<file path="src/frs_pkg.sv">
// Package of offsets, field positions and reset values for the frame status readback block
package frs_pkg;

    // ==========================================================
    // Register byte offsets
    localparam logic [7:0] OFS_TX_CONFIG     = 8'h00;
    localparam logic [7:0] OFS_COUNT_LOW     = 8'h04;
    localparam logic [7:0] OFS_STATUS_HIGH   = 8'h08;
    localparam logic [7:0] OFS_EXT_FEATURE   = 8'h0c;
    localparam logic [7:0] OFS_INT_STATUS    = 8'h10;
    localparam logic [7:0] OFS_INT_MASK      = 8'h14;

    // ==========================================================
    // Field positions
    localparam int TXC_DTR_BIT        = 7;
    localparam int TXC_LEN_HI         = 6;
    localparam int TXC_LEN_LO         = 5;
    localparam int TXC_BREAK_BIT      = 4;
    localparam int TXC_ENABLE_BIT     = 3;
    localparam int TXC_CRC_SEL_BIT    = 2;
    localparam int TXC_RTS_BIT        = 1;
    localparam int TXC_CRC_EN_BIT     = 0;
    localparam int FSH_OVERFLOW_BIT   = 7;
    localparam int FSH_SOURCE_BIT     = 6;
    localparam int EXT_COUNT_GATE_BIT = 2;
    localparam int IRQ_OVERFLOW_BIT   = 0;
    localparam int IRQ_FRAME_BIT      = 1;
    localparam int IRQ_WIDTH          = 2;
    localparam int COUNT_WIDTH        = 14;
    localparam int COUNT_LOW_WIDTH    = 8;

    // ==========================================================
    // Character length codes in the transmit configuration
    localparam logic [1:0] LEN_CODE_5 = 2'h0;
    localparam logic [1:0] LEN_CODE_7 = 2'h1;
    localparam logic [1:0] LEN_CODE_6 = 2'h2;
    localparam logic [1:0] LEN_CODE_8 = 2'h3;

    // ==========================================================
    // Reset values
    localparam logic [7:0]  RST_EXT_FEATURE = 8'h00;
    localparam logic [1:0]  RST_INT_MASK    = 2'h0;
    localparam logic [13:0] RST_BYTE_COUNT  = 14'h0000;
    localparam logic [31:0] RST_RDATA       = 32'h0000_0000;

    // Bus slave states
    typedef enum logic [1:0] {
        BUS_IDLE = 2'b01,
        BUS_BUSY = 2'b10
    } frs_bus_state_t;

endpackage

</file>
<file path="src/frs_readback.sv">
// Frame status readback registers of one serial channel, AHB-Lite slave
//
// Implementation choices: register access over AHB-Lite and the address map.
`timescale 1ns/1ns
module frs_readback
    import frs_pkg::*;
(
    input  wire logic        hclk,
    input  wire logic        hresetn,
    input  wire logic        hsel,
    input  wire logic [31:0] haddr,
    input  wire logic [1:0]  htrans,
    input  wire logic        hwrite,
    input  wire logic [2:0]  hsize,
    input  wire logic [31:0] hwdata,
    input  wire logic        hready,
    output logic      [31:0] hrdata,
    output logic             hreadyout,
    output logic             hresp,
    output logic             irq,
    output logic             count_gate,
    input  wire logic        tx_dtr,
    input  wire logic [3:0]  tx_char_bits,
    input  wire logic        tx_send_break,
    input  wire logic        tx_enable,
    input  wire logic        tx_crc16_sel,
    input  wire logic        tx_rts,
    input  wire logic        tx_crc_enable,
    input  wire logic [13:0] frame_byte_count,
    input  wire logic        frame_done,
    input  wire logic        status_fifo_overflow,
    input  wire logic        status_fifo_available,
    input  wire logic [7:0]  vector_readback,
    input  wire logic [7:0]  pending_interrupt_readback
);

    // ==========================================================
    // Declarations
    frs_bus_state_t    state_q;
    frs_bus_state_t    state_d;
    logic [7:0]        addr_q;
    logic [7:0]        addr_d;
    logic              write_q;
    logic              write_d;
    logic              ready_q;
    logic              ready_d;
    logic [31:0]       rdata_q;
    logic [31:0]       rdata_d;
    logic              resp_q;
    logic [7:0]        ext_feature_control_q;
    logic [7:0]        ext_feature_control_d;
    logic [IRQ_WIDTH-1:0] int_mask_q;
    logic [IRQ_WIDTH-1:0] int_mask_d;
    logic [IRQ_WIDTH-1:0] int_status;
    logic [IRQ_WIDTH-1:0] int_set;
    logic [IRQ_WIDTH-1:0] int_clear;
    logic              irq_q;
    logic              irq_d;
    logic              gate_q;
    logic              gate_d;
    logic [COUNT_WIDTH-1:0] byte_count_q;
    logic [COUNT_WIDTH-1:0] byte_count_d;
    logic              overflow_q;
    logic              overflow_d;
    logic              available_q;
    logic              available_d;
    logic [1:0]        len_code;
    logic [7:0]        tx_config_value;
    logic [7:0]        count_low_value;
    logic [7:0]        status_high_value;
    logic [7:0]        read_value;
    logic              addr_take;
    logic              data_write;

    // ==========================================================
    // Elaboration checks
    if (COUNT_WIDTH - COUNT_LOW_WIDTH != 6 || IRQ_WIDTH != 2) begin : g_bad_widths
        $error("frs_readback: count split and interrupt width must match the register layout");
    end

    // ==========================================================
    // Address phase capture
    assign addr_take  = hsel & hready & htrans[1] & (state_q == BUS_IDLE);
    assign data_write = (state_q == BUS_BUSY) & write_q;

    // Bus slave next state: one wait state for every transfer
    always_comb begin
        state_d = state_q;
        addr_d  = addr_q;
        write_d = write_q;
        ready_d = ready_q;
        rdata_d = rdata_q;
        unique case (state_q)
            BUS_IDLE: begin
                ready_d = 1'b1;
                if (addr_take) begin
                    addr_d  = {haddr[7:2], 2'b00};
                    write_d = hwrite;
                    ready_d = 1'b0;
                    state_d = BUS_BUSY;
                end
            end
            BUS_BUSY: begin
                ready_d = 1'b1;
                rdata_d = write_q ? RST_RDATA : {24'h00_0000, read_value};
                state_d = BUS_IDLE;
            end
            default: begin
                state_d = BUS_IDLE;
                ready_d = 1'b1;
            end
        endcase
    end

    // Bus slave registers
    always_ff @(posedge hclk or negedge hresetn) begin
        if (!hresetn) begin
            state_q <= BUS_IDLE;
            addr_q  <= 8'h00;
            write_q <= 1'b0;
            ready_q <= 1'b1;
            rdata_q <= RST_RDATA;
            resp_q  <= 1'b0;
        end else begin
            state_q <= state_d;
            addr_q  <= addr_d;
            write_q <= write_d;
            ready_q <= ready_d;
            rdata_q <= rdata_d;
            resp_q  <= 1'b0;
        end
    end

    // ==========================================================
    // Transmit configuration readback
    // length code mapping
    always_comb begin
        if (tx_char_bits <= 4'h5) begin
            len_code = LEN_CODE_5;
        end else if (tx_char_bits == 4'h6) begin
            len_code = LEN_CODE_6;
        end else if (tx_char_bits == 4'h7) begin
            len_code = LEN_CODE_7;
        end else begin
            len_code = LEN_CODE_8;
        end
    end

    // Assemble the configuration byte
    always_comb begin
        tx_config_value                  = 8'h00;
        tx_config_value[TXC_DTR_BIT]     = tx_dtr;
        tx_config_value[TXC_LEN_HI:TXC_LEN_LO] = len_code;
        tx_config_value[TXC_BREAK_BIT]   = tx_send_break;
        tx_config_value[TXC_ENABLE_BIT]  = tx_enable;
        tx_config_value[TXC_CRC_SEL_BIT] = tx_crc16_sel;
        tx_config_value[TXC_RTS_BIT]     = tx_rts;
        tx_config_value[TXC_CRC_EN_BIT]  = tx_crc_enable;
    end

    // ==========================================================
    // Frame count and FIFO status capture
    always_comb begin
        byte_count_d = frame_done ? frame_byte_count : byte_count_q;
        overflow_d   = status_fifo_overflow;
        available_d  = status_fifo_available;
    end

    // Captured core status
    always_ff @(posedge hclk or negedge hresetn) begin
        if (!hresetn) begin
            byte_count_q <= RST_BYTE_COUNT;
            overflow_q   <= 1'b0;
            available_q  <= 1'b0;
        end else begin
            byte_count_q <= byte_count_d;
            overflow_q   <= overflow_d;
            available_q  <= available_d;
        end
    end

    // Count readback bytes
    always_comb begin
        count_low_value   = byte_count_q[COUNT_LOW_WIDTH-1:0];
        status_high_value = {2'b00, byte_count_q[COUNT_WIDTH-1:COUNT_LOW_WIDTH]};
        status_high_value[FSH_OVERFLOW_BIT] = ~overflow_q;
        status_high_value[FSH_SOURCE_BIT]   = ~available_q;
    end

    // ==========================================================
    // Read data selection
    always_comb begin
        read_value = 8'h00;
        unique case (addr_q)
            OFS_TX_CONFIG: begin
                read_value = tx_config_value;
            end
            OFS_COUNT_LOW: begin
                read_value = gate_q ? count_low_value : vector_readback;
            end
            OFS_STATUS_HIGH: begin
                read_value = gate_q ? status_high_value : pending_interrupt_readback;
            end
            OFS_EXT_FEATURE: begin
                read_value = ext_feature_control_q;
            end
            OFS_INT_STATUS: begin
                read_value = {6'h00, int_status};
            end
            OFS_INT_MASK: begin
                read_value = {6'h00, int_mask_q};
            end
            default: begin
                read_value = 8'h00;
            end
        endcase
    end

    // ==========================================================
    // Software control registers
    always_comb begin
        ext_feature_control_d = ext_feature_control_q;
        int_mask_d            = int_mask_q;
        int_clear             = '0;
        if (data_write && addr_q == OFS_EXT_FEATURE) begin
            ext_feature_control_d = hwdata[7:0];
        end
        if (data_write && addr_q == OFS_INT_MASK) begin
            int_mask_d = hwdata[IRQ_WIDTH-1:0];
        end
        if (data_write && addr_q == OFS_INT_STATUS) begin
            int_clear = hwdata[IRQ_WIDTH-1:0];
        end
        gate_d = ext_feature_control_d[EXT_COUNT_GATE_BIT];
    end

    // Control register storage
    always_ff @(posedge hclk or negedge hresetn) begin
        if (!hresetn) begin
            ext_feature_control_q <= RST_EXT_FEATURE;
            int_mask_q            <= RST_INT_MASK;
            gate_q                <= RST_EXT_FEATURE[EXT_COUNT_GATE_BIT];
        end else begin
            ext_feature_control_q <= ext_feature_control_d;
            int_mask_q            <= int_mask_d;
            gate_q                <= gate_d;
        end
    end

    // ==========================================================
    // Interrupt events and output
    always_comb begin
        int_set                   = '0;
        int_set[IRQ_OVERFLOW_BIT] = status_fifo_overflow & ~overflow_q; // Overflow onset
        int_set[IRQ_FRAME_BIT]    = frame_done;
    end

    frs_sticky #(
        .WIDTH (IRQ_WIDTH)
    ) u_int_status (
        .hclk    (hclk),
        .hresetn (hresetn),
        .set     (int_set),
        .clear   (int_clear),
        .flags   (int_status)
    );

    // Level interrupt from unmasked sticky bits
    always_comb begin
        irq_d = |(int_status & int_mask_q);
    end

    // Interrupt register
    always_ff @(posedge hclk or negedge hresetn) begin
        if (!hresetn) begin
            irq_q <= 1'b0;
        end else begin
            irq_q <= irq_d;
        end
    end

    // ==========================================================
    // Output drive
    assign hrdata     = rdata_q;
    assign hreadyout  = ready_q;
    assign hresp      = resp_q;
    assign irq        = irq_q;
    assign count_gate = gate_q;

endmodule

</file>
<file path="src/frs_sticky.sv">
// Sticky event flags with write-one-to-clear, set winning over clear
`timescale 1ns/1ns
module frs_sticky #(
    parameter int WIDTH = 2
) (
    input  wire logic             hclk,
    input  wire logic             hresetn,
    input  wire logic [WIDTH-1:0] set,
    input  wire logic [WIDTH-1:0] clear,
    output logic      [WIDTH-1:0] flags
);

    logic [WIDTH-1:0] flags_q;
    logic [WIDTH-1:0] flags_d;

    // Elaboration check on width
    if (WIDTH < 1) begin : g_bad_width
        $error("frs_sticky: WIDTH must be at least 1");
    end

    // Next flags: a set in the clear cycle survives
    always_comb begin
        flags_d = (flags_q & ~clear) | set;
    end

    // Flag storage
    always_ff @(posedge hclk or negedge hresetn) begin
        if (!hresetn) begin
            flags_q <= '0;
        end else begin
            flags_q <= flags_d;
        end
    end

    assign flags = flags_q;

endmodule
</file>
<file path="config.mk">
export PLATFORM = sky130hd
export DESIGN_NAME = frs_readback
export DESIGN_NICKNAME = d
export VERILOG_FILES = /design/src/frs_pkg.sv /design/src/frs_readback.sv /design/src/frs_sticky.sv
export SDC_FILE = /design/constraint.sdc
export NUM_CORES = 1
export LEC_CHECK = 0
export BUFFER_PORTS_ARGS = -buffer_cell sky130_fd_sc_hd__buf_4
export CORE_UTILIZATION = 39
export DETAILED_ROUTE_END_ITERATION = 12
export PLACE_DENSITY_LB_ADDON = 0.15
export REMOVE_ABC_BUFFERS = 1
export SYNTH_ARGS = -nofsm -noshare
export SYNTH_HDL_FRONTEND = slang
export SYNTH_SLANG_ARGS = --single-unit
export TNS_END_PERCENT = 20
</file>
<file path="constraint.sdc">
create_clock -name hclk -period 1.69 [get_ports hclk]
set_input_delay 0.2535 -clock hclk [delete_from_list [all_inputs] [get_ports hclk]]
set_output_delay 0.2535 -clock hclk [all_outputs]
set_load 0.02 [all_outputs]
</file>
# Word-level counts from Yosys, hierarchy flattened
# Index checks and enable logic that the tools add are counted.
dict set report classes {
  magnitude_cmp 1
  bitwise 11
  n_eq_ne 10
  n_mux 13
  n_reduce_logical 6
}
# cell count
set ops {}
lappend ops {{case mux 8 bit (6 select lines)} 1}
lappend ops {{two-way mux 8 bit} 3}
lappend ops {{== test 6 x 2 -> 1 bit, second input constant} 2}
lappend ops {{== test 6 x 3 -> 1 bit, second input constant} 2}
lappend ops {{two-way mux 2 bit} 6}
lappend ops {{== test 4 x 3 -> 1 bit, second input constant} 2}
lappend ops {{logical NOT 8 bit} 1}
lappend ops {{== test 6 x 1 -> 1 bit, second input constant} 1}
lappend ops {{bitwise AND 1 bit} 5}
lappend ops {{bitwise AND 2 bit} 2}
lappend ops {{less-or-equal comparator 4 x 3 -> 1 bit, second input constant} 1}
lappend ops {{logical AND 1 bit} 3}
lappend ops {{two-way mux 3 bit} 1}
lappend ops {{== test 2 x 1 -> 1 bit, second input constant} 1}
lappend ops {{== test 2 bit, second input constant} 1}
lappend ops {{two-way mux 1 bit} 2}
lappend ops {{inequality test 2 bit, second input constant} 1}
lappend ops {{NOT 1 bit} 2}
lappend ops {{NOT 2 bit} 1}
lappend ops {{bitwise OR 2 bit} 1}
lappend ops {{AND reduction 2 bit} 1}
lappend ops {{OR reduction 2 bit} 1}
dict set report totals {
  word_cells 54
  regBits 71
  inputBits 117
  out_inout_bits 36
}

# Longest topological paths before layout
# Gate-level depths: netlist of the first run.
dict set report logic_depth {
  word_depth 7
  depth_mapped 6
  ltp_nobuf 4
}

# By module
# From an unflattened synthesis of the first run, not the netlist that was laid out.
dict set report hier_totals {
  cells_unflattened 215
  hier_area_um2 2401.1
}
# module area_each_um2 n_inst cells_each
set by_module_without_submodules {}
lappend by_module_without_submodules {frs_readback 2328.5 1 209}
lappend by_module_without_submodules {frs_sticky 72.6 1 6}

# Worst setup path after synthesis of the first run
# No wires, ideal clock.
dict set report synth_path {
  kind {register to register}
  startpoint {reg addr_q[4]}
  endpoint {reg gate_q (netlist: count_gate)}
  path_slack_ns -0.088
  synth_period_minus_slack_ns 1.778
  path_stages_with_launch 7
  arrival_time_ns 1.653
  required_time_ns 1.565
  setup_ns 0.125
  path_cell_list {dfrtp_1 > nor4_4 > and3_1 > buf_4 > and2b_1 > buf_4 > mux2_2}
}
dict set report synth_between {
  elab_chain_len 2
}
# element line
set synth_lines {}
lappend synth_lines {{start, declared} frs_readback.sv:41} ;# logic [7:0] addr_q;
lappend synth_lines {{start signal, assigned} frs_readback.sv:126} ;# addr_q <= addr_d;
lappend synth_lines {{== test 6 x 2 -> 1 bit} frs_readback.sv:225} ;# if (data_write && addr_q == OFS_EXT_FEATURE) begin
lappend synth_lines {{logical AND 1 bit} frs_readback.sv:225}
lappend synth_lines {{end signal, assigned} frs_readback.sv:242} ;# gate_q <= RST_EXT_FEATURE[EXT_COUNT_GATE_BIT];
lappend synth_lines {{end signal, assigned} frs_readback.sv:246} ;# gate_q <= gate_d;
lappend synth_lines {{end, declared} frs_readback.sv:59} ;# logic gate_q;
# Every way passes these cells.
# A chain may end at the register's enable or synchronous reset.

# Worst setup path after layout of the first run
dict set report layout_path {
  startpoint {reg addr_q[5]}
  endpoint {reg rdata_q[6] (netlist: hrdata[6])}
}
dict set report layout_between {
  elab_chain_len 3
}
# element line
set layout_lines {}
lappend layout_lines {{== test 6 x 3 -> 1 bit, or another cell as far along} frs_readback.sv:194} ;# unique case (addr_q)
lappend layout_lines {{case mux 8 bit (6 select lines) (*)} frs_readback.sv:194}
lappend layout_lines {{two-way mux 8 bit (*)} frs_readback.sv:105} ;# rdata_d = write_q ? RST_RDATA : {24'h00_0000, read_value};
lappend layout_lines {{end signal, assigned} frs_readback.sv:129} ;# rdata_q <= rdata_d;
lappend layout_lines {{end, declared} frs_readback.sv:47} ;# logic [31:0] rdata_q;
# Every way passes the cells marked *; elsewhere a longest branch is shown, timed or not.

==> flow_summary.ini, run 1 <==
[timing]
drv_slew = 0
max_freq_mhz = 589
tightest_slew_ps = 605
post-route-min-period_ps = 1700
rsz0062_at_grt = true
period_share_pct = 100
finalSetupViolCount = 4
fin_hold_ws_ps = 55.7
final.setup.worst_slack_ps = -8.44
relSlewSlack_pct = 59.6
final-hold-violation-count = 0
finClkSkew_ps = 8.00

[finish]
syn2layout_area_growth_pct = 30.8
nNetsFinal = 419
antennaDiodeCount = 0
fin_cells = 378
num-fill-cells = 577
multi_input_area_mm2 = 0.00121
drive_above_1_share_pct = 47.2
seq_area_mm2 = 0.00118

[clock_tree]
clkSinkCount = 47
htree_levels = 2
path_clk_slew_ps = 90
cts_buffer_depth = 2
cts_tree = done
clock-root-buffer = clkbuf_8
clk_latency_ps = 300
cts_buffers = 5

[logic_synthesis]
syn_inst = 217
yosysMostFrequentCell = dfrtp_1
synth-edff-count = 0
ys.flop_type = dfrtp_1
synth_cell_type_count = 42
yosysTopAreaCellShare_pct = 44.6
async_flop_share_pct = 100
synthTopCellsByArea = dfrtp_1, mux2_2, buf_4
yosys.area.top_type = dfrtp_1
synthesis.area_mm2 = 0.00253
synth.yosys.seq_area_share_pct = 46.7
synth.avg_cell_area_um2 = 11.6
synth_common_cells = dfrtp_1, buf_4, mux2_2
ys_ff_latch = 47
ys_warn_count = 0

[placed_design]
dp_hpwl_um = 4240
port_buffers = 73
dp.cells = 368
place.gp.congestion = 0.794

[setup_path]
crit_arrival_ps = 1910
cp-start-kind = flip-flop
crit_fanout = 17
r2r_cells = 5
path_class = flip-flop to flip-flop
cp-end-kind = flip-flop
critPathRequiredTime_ps = 1910

[global_route]
grt_pass1_vias = 1888
gr-total-overflow = 0
grt_pass1_wl_um = 9070
track_usage_pct = 18.2
grt_max_degree = 48
antenna_found_initial = 0

[run_status]
violations = negative setup slack
run_status = finished with violations

[power]
power_density_mw_per_mm2 = 844
p_leak_nw = 1.51
worst_ir_drop_vdd_uv = 404

[floorplan]
pin_count = 153
dieWidth_um = 82.5
die-area_mm2 = 0.00680
coreArea_mm2 = 0.00610
rows = 28
die_y_um = 82.5
start_util_pct = 41.4

[drt]
routed_wirelength_um = 5670
vias = 1912
wl_per_cell_um = 15.0
drc = 0
avgViaCountPerCell = 5.06
drt_iter0_markers = 39
drtAntennaViolNets = 0
dr.pass1.iters = 2

[job]
cap_violations = 0

[min_path]
hp-class = input pin to flip-flop
holdPathStages = 1
placed cells by master, fill, tap and decap left out, drive strengths merged, types with 3 or more instances in the layout:
master / count
a2111oi: 7
a211oi: 4
and3: 7
buf: 91
clkbuf: 8
conb: 25
dfrtp: 45
mux2: 31
mux2i: 16
nand2: 11
nand2b: 7
nor3: 17
nor4: 3
o21ai: 8
registers in the layout, summed over array words and instances (netlist names), 2 cells and up:
signal / count
hrdata: 8
state_q: 2
byte_count_q: 14
ext_feature_control_q: 7
addr_q: 6
int_mask_q: 2
u_int_status.flags: 2
per-stage QoR:
stage          setup TNS, ps  area (µm²)  util (%)  worst slack [ps]  total power, mW
3_5_place_dp            -199        3130      51.3             -83.9             2.10
6_report               -20.8        3300      54.2             -8.44             2.79
4_1_cts                 -327        3240      53.2             -33.9             2.78
3_3_place_gp           -80.3        3130      51.3             -58.3             2.09
5_1_grt                -1140        3300      54.2             -86.6             2.94
2_1_floorplan          -1730        2340         -              -154             1.72
final timing paths:
| kind | start | to | slack (ps) |
|---|---|---|---|
| worst min-delay path | status_fifo_available | available_q | 60 |
| max in group asynchronous | hresetn | addr_q[2] | 740 |
| worst max-delay path | addr_q[5] | hrdata[6] | -8 |
| worst min register to register | state_q[0] | state_q[0] | 480 |
| worst max register to register | addr_q[5] | hrdata[6] | -8 |
| min in group asynchronous | hresetn | addr_q[6] | 510 |
timing repair:
| action | CTS | global route |
|---|---|---|
| pin swaps | 0 | 3 |
| setup endpoints to repair | 14 | 20 |
| setup buffers | 0 | 1 |
| gates resized for setup | 7 | 17 |
| hold endpoints to repair | 42 | 0 |
| hold buffers | 1 | 0 |
layout make-up:
class	instances	share of cell area [%]
clock buffers	8	2.42
repair buffers	92	22.2
flip-flops and latches	47	35.7
multi-input cells	154	36.6
inverters	2	0.227
well taps	75	2.84
critical path: stages (launching register included):
cell	delay (ps)
dfrtp_1	440
or4_4	560
buf_12	170
a211oi_2	200
a2111oi_1	80
o21ai_0	160
power by group:
group          total, mW  internal, mW  switching (mW)
Sequential          1.37          1.25           0.111
Combinational      0.761         0.378           0.383
Clock              0.661         0.295           0.366
Total               2.79          1.93           0.860
logic make-up (layout without fill, tap and decap cells):
logic type             Yosys count  after routing  share of synthesized area [%]
DFF                             47             47                           46.7
other                            1             25                          0.148
AOI/OAI and AO/OA               27             27                           8.12
muxes                           47             47                           20.2
and+or+nand+nor                 55             55                           13.9
buffers and inverters           40            102                           11.0
metal layers:
layer	wire length [µm]	global-route usage, %
met5	0	0
met4	55	5.79
met3	294	4.07
met2	2900	30.8
met1	2430	23.0
Note: power is estimated with default switching activity, not from simulation.
==> run 2: changes to the inputs <==
--- a/config.mk
+++ b/config.mk
@@ -8,6 +8,7 @@
 export BUFFER_PORTS_ARGS = -buffer_cell sky130_fd_sc_hd__buf_4
 export CORE_UTILIZATION = 39
 export DETAILED_ROUTE_END_ITERATION = 12
+export HOLD_SLACK_MARGIN = 0.08
 export PLACE_DENSITY_LB_ADDON = 0.15
 export REMOVE_ABC_BUFFERS = 1
 export SYNTH_ARGS = -nofsm -noshare
==> run 2 against run 1 <==
The run still ends with negative setup slack left. Fmax about the same. Combinational power grew 0.5%. Critical path depth unchanged. Routed wire length grew 0.28%. Clock power is essentially flat. Final area increased by 0.61%. Die area unchanged. Final cell count up 0.53%. Sequential cell count did not move. Highest routed layer unchanged.
==> flow_summary.ini, run 2 (synthesis gave the netlist of run 1 again) <==
[setup_path]
path_class = flip-flop to flip-flop
crit_family = simple AND/OR/NAND/NOR gates
critPathSlowestCell = or4_4
crit_fanout = 17
critPathRequiredTime_ps = 1910
cp-end-kind = flip-flop
crit_arrival_ps = 1920
max_stage_delay_ps = 560
cp-start-kind = flip-flop
path_cells = or4_4 -> buf_12 -> a211oi_2 -> a2111oi_1 -> o21ai_0
crit_buf_inv = 1

[power]
power_density_mw_per_mm2 = 840
worst_ir_drop_vdd_uv = 404
p_leak_nw = 1.52

[finish]
layout_commonest_cell = buf_4
nNetsFinal = 421
layout_common_cells = buf_4, dfrtp_1, mux2_2, conb_1, mux2i_1
drive_above_1_share_pct = 46.9
seq_area_mm2 = 0.00118
multi_input_area_mm2 = 0.00121
num-fill-cells = 574
antennaDiodeCount = 0
top_register = byte_count_q
syn2layout_area_growth_pct = 31.6
largest_reg_flops = 14

[floorplan]
rows = 28
die-area_mm2 = 0.00680
start_util_pct = 41.4
pin_count = 153
die_y_um = 82.5
coreArea_mm2 = 0.00610
dieWidth_um = 82.5

[global_route]
grt_pass1_vias = 1896
grt_pass1_wl_um = 9110
gr-total-overflow = 0
grt_max_degree = 48
track_usage_pct = 18.3
antenna_found_initial = 0

[clock_tree]
cts_buffers = 5
clk_latency_ps = 300
clkSinkCount = 47
clock-root-buffer = clkbuf_8
cts_tree = done
cts_buffer_depth = 2
path_clk_slew_ps = 90
htree_levels = 2

[drt]
avgViaCountPerCell = 5.05
routed_wirelength_um = 5690
drt_iter0_markers = 40
wl_per_cell_um = 15.0
dr.pass1.iters = 2
drtAntennaViolNets = 0
drc = 0
vias = 1920

[placed_design]
dp_hpwl_um = 4240
port_buffers = 73
place_ws_ps = -83.9
place.gp.congestion = 0.794

[job]
cap_violations = 0

[run_status]
violations = negative setup slack
run_status = finished with violations

[timing]
finClkSkew_ps = 8.02
tightest_slew_ps = 605
relSlewSlack_pct = 59.6
tns_ps = -20.3
drv_slew = 0
rsz0062_at_grt = true
period_share_pct = 100
max_freq_mhz = 589
finalSetupViolCount = 4
final.setup.worst_slack_ps = -8.09
final-hold-violation-count = 0
post-route-min-period_ps = 1700

[min_path]
hp-class = input pin to flip-flop
run 2: cell types whose count changed in the layout (fill, tap and decap cells not counted), sizes merged:
cell	before	now
dlygate4sd3	1	3
run 2: repair_timing:
item	CTS	global route
hold endpoints to repair	47	0
setup endpoints to repair	14	20
buffers inserted	0	1
hold buffers	3	0
resized for setup	7	17
pin swaps	0	3
run 2: report_power, final:
group          switching, mW  leakage (nW)  internal (mW)
logic                  0.384         0.922          0.381
clock network          0.366        0.0395          0.295
registers              0.111         0.554           1.25
total                  0.861          1.52           1.93
run 2: area by class of cell:
type | count | area share (%)
clock buffers | 8 | 2.41
inverters | 2 | 0.226
multi-input cells | 154 | 36.4
flip-flops and latches | 47 | 35.5
well taps | 75 | 2.82
repair buffers | 94 | 22.7
run 2: final timing paths:
check / cells after the start / to / from / slack, ps
max in group asynchronous: 2 / addr_q[2] / hresetn / 740
max reg2reg: 5 / hrdata[6] / addr_q[5] / -8
min in group asynchronous: 2 / addr_q[6] / hresetn / 510
min: 2 / state_q[0] / hsel / 120
max: 5 / hrdata[6] / addr_q[5] / -8
min reg2reg: 1 / state_q[0] / state_q[0] / 480
run 2: metrics by stage:
step / cell area (µm²) / hold slack, ps / power (mW) / utilization, % / cells
2_1_floorplan: 2340 / -42.1 / 1.72 / - / 203
3_3_place_gp: 3130 / 312 / 2.09 / 51.3 / 368
3_5_place_dp: 3130 / 311 / 2.10 / 51.3 / 368
4_1_cts: 3260 / 124 / 2.79 / 53.6 / 379
5_1_grt: 3320 / 130 / 2.95 / 54.5 / 380
6_report: 3320 / 124 / 2.79 / 54.5 / 380
run 2: routing by layer:
| layer | track usage (%) | routed length (µm) |
|---|---|---|
| met5 | 0 | 0 |
| met4 | 5.79 | 55 |
| met3 | 4.07 | 288 |
| met2 | 31.2 | 2900 |
| met1 | 23.0 | 2440 |
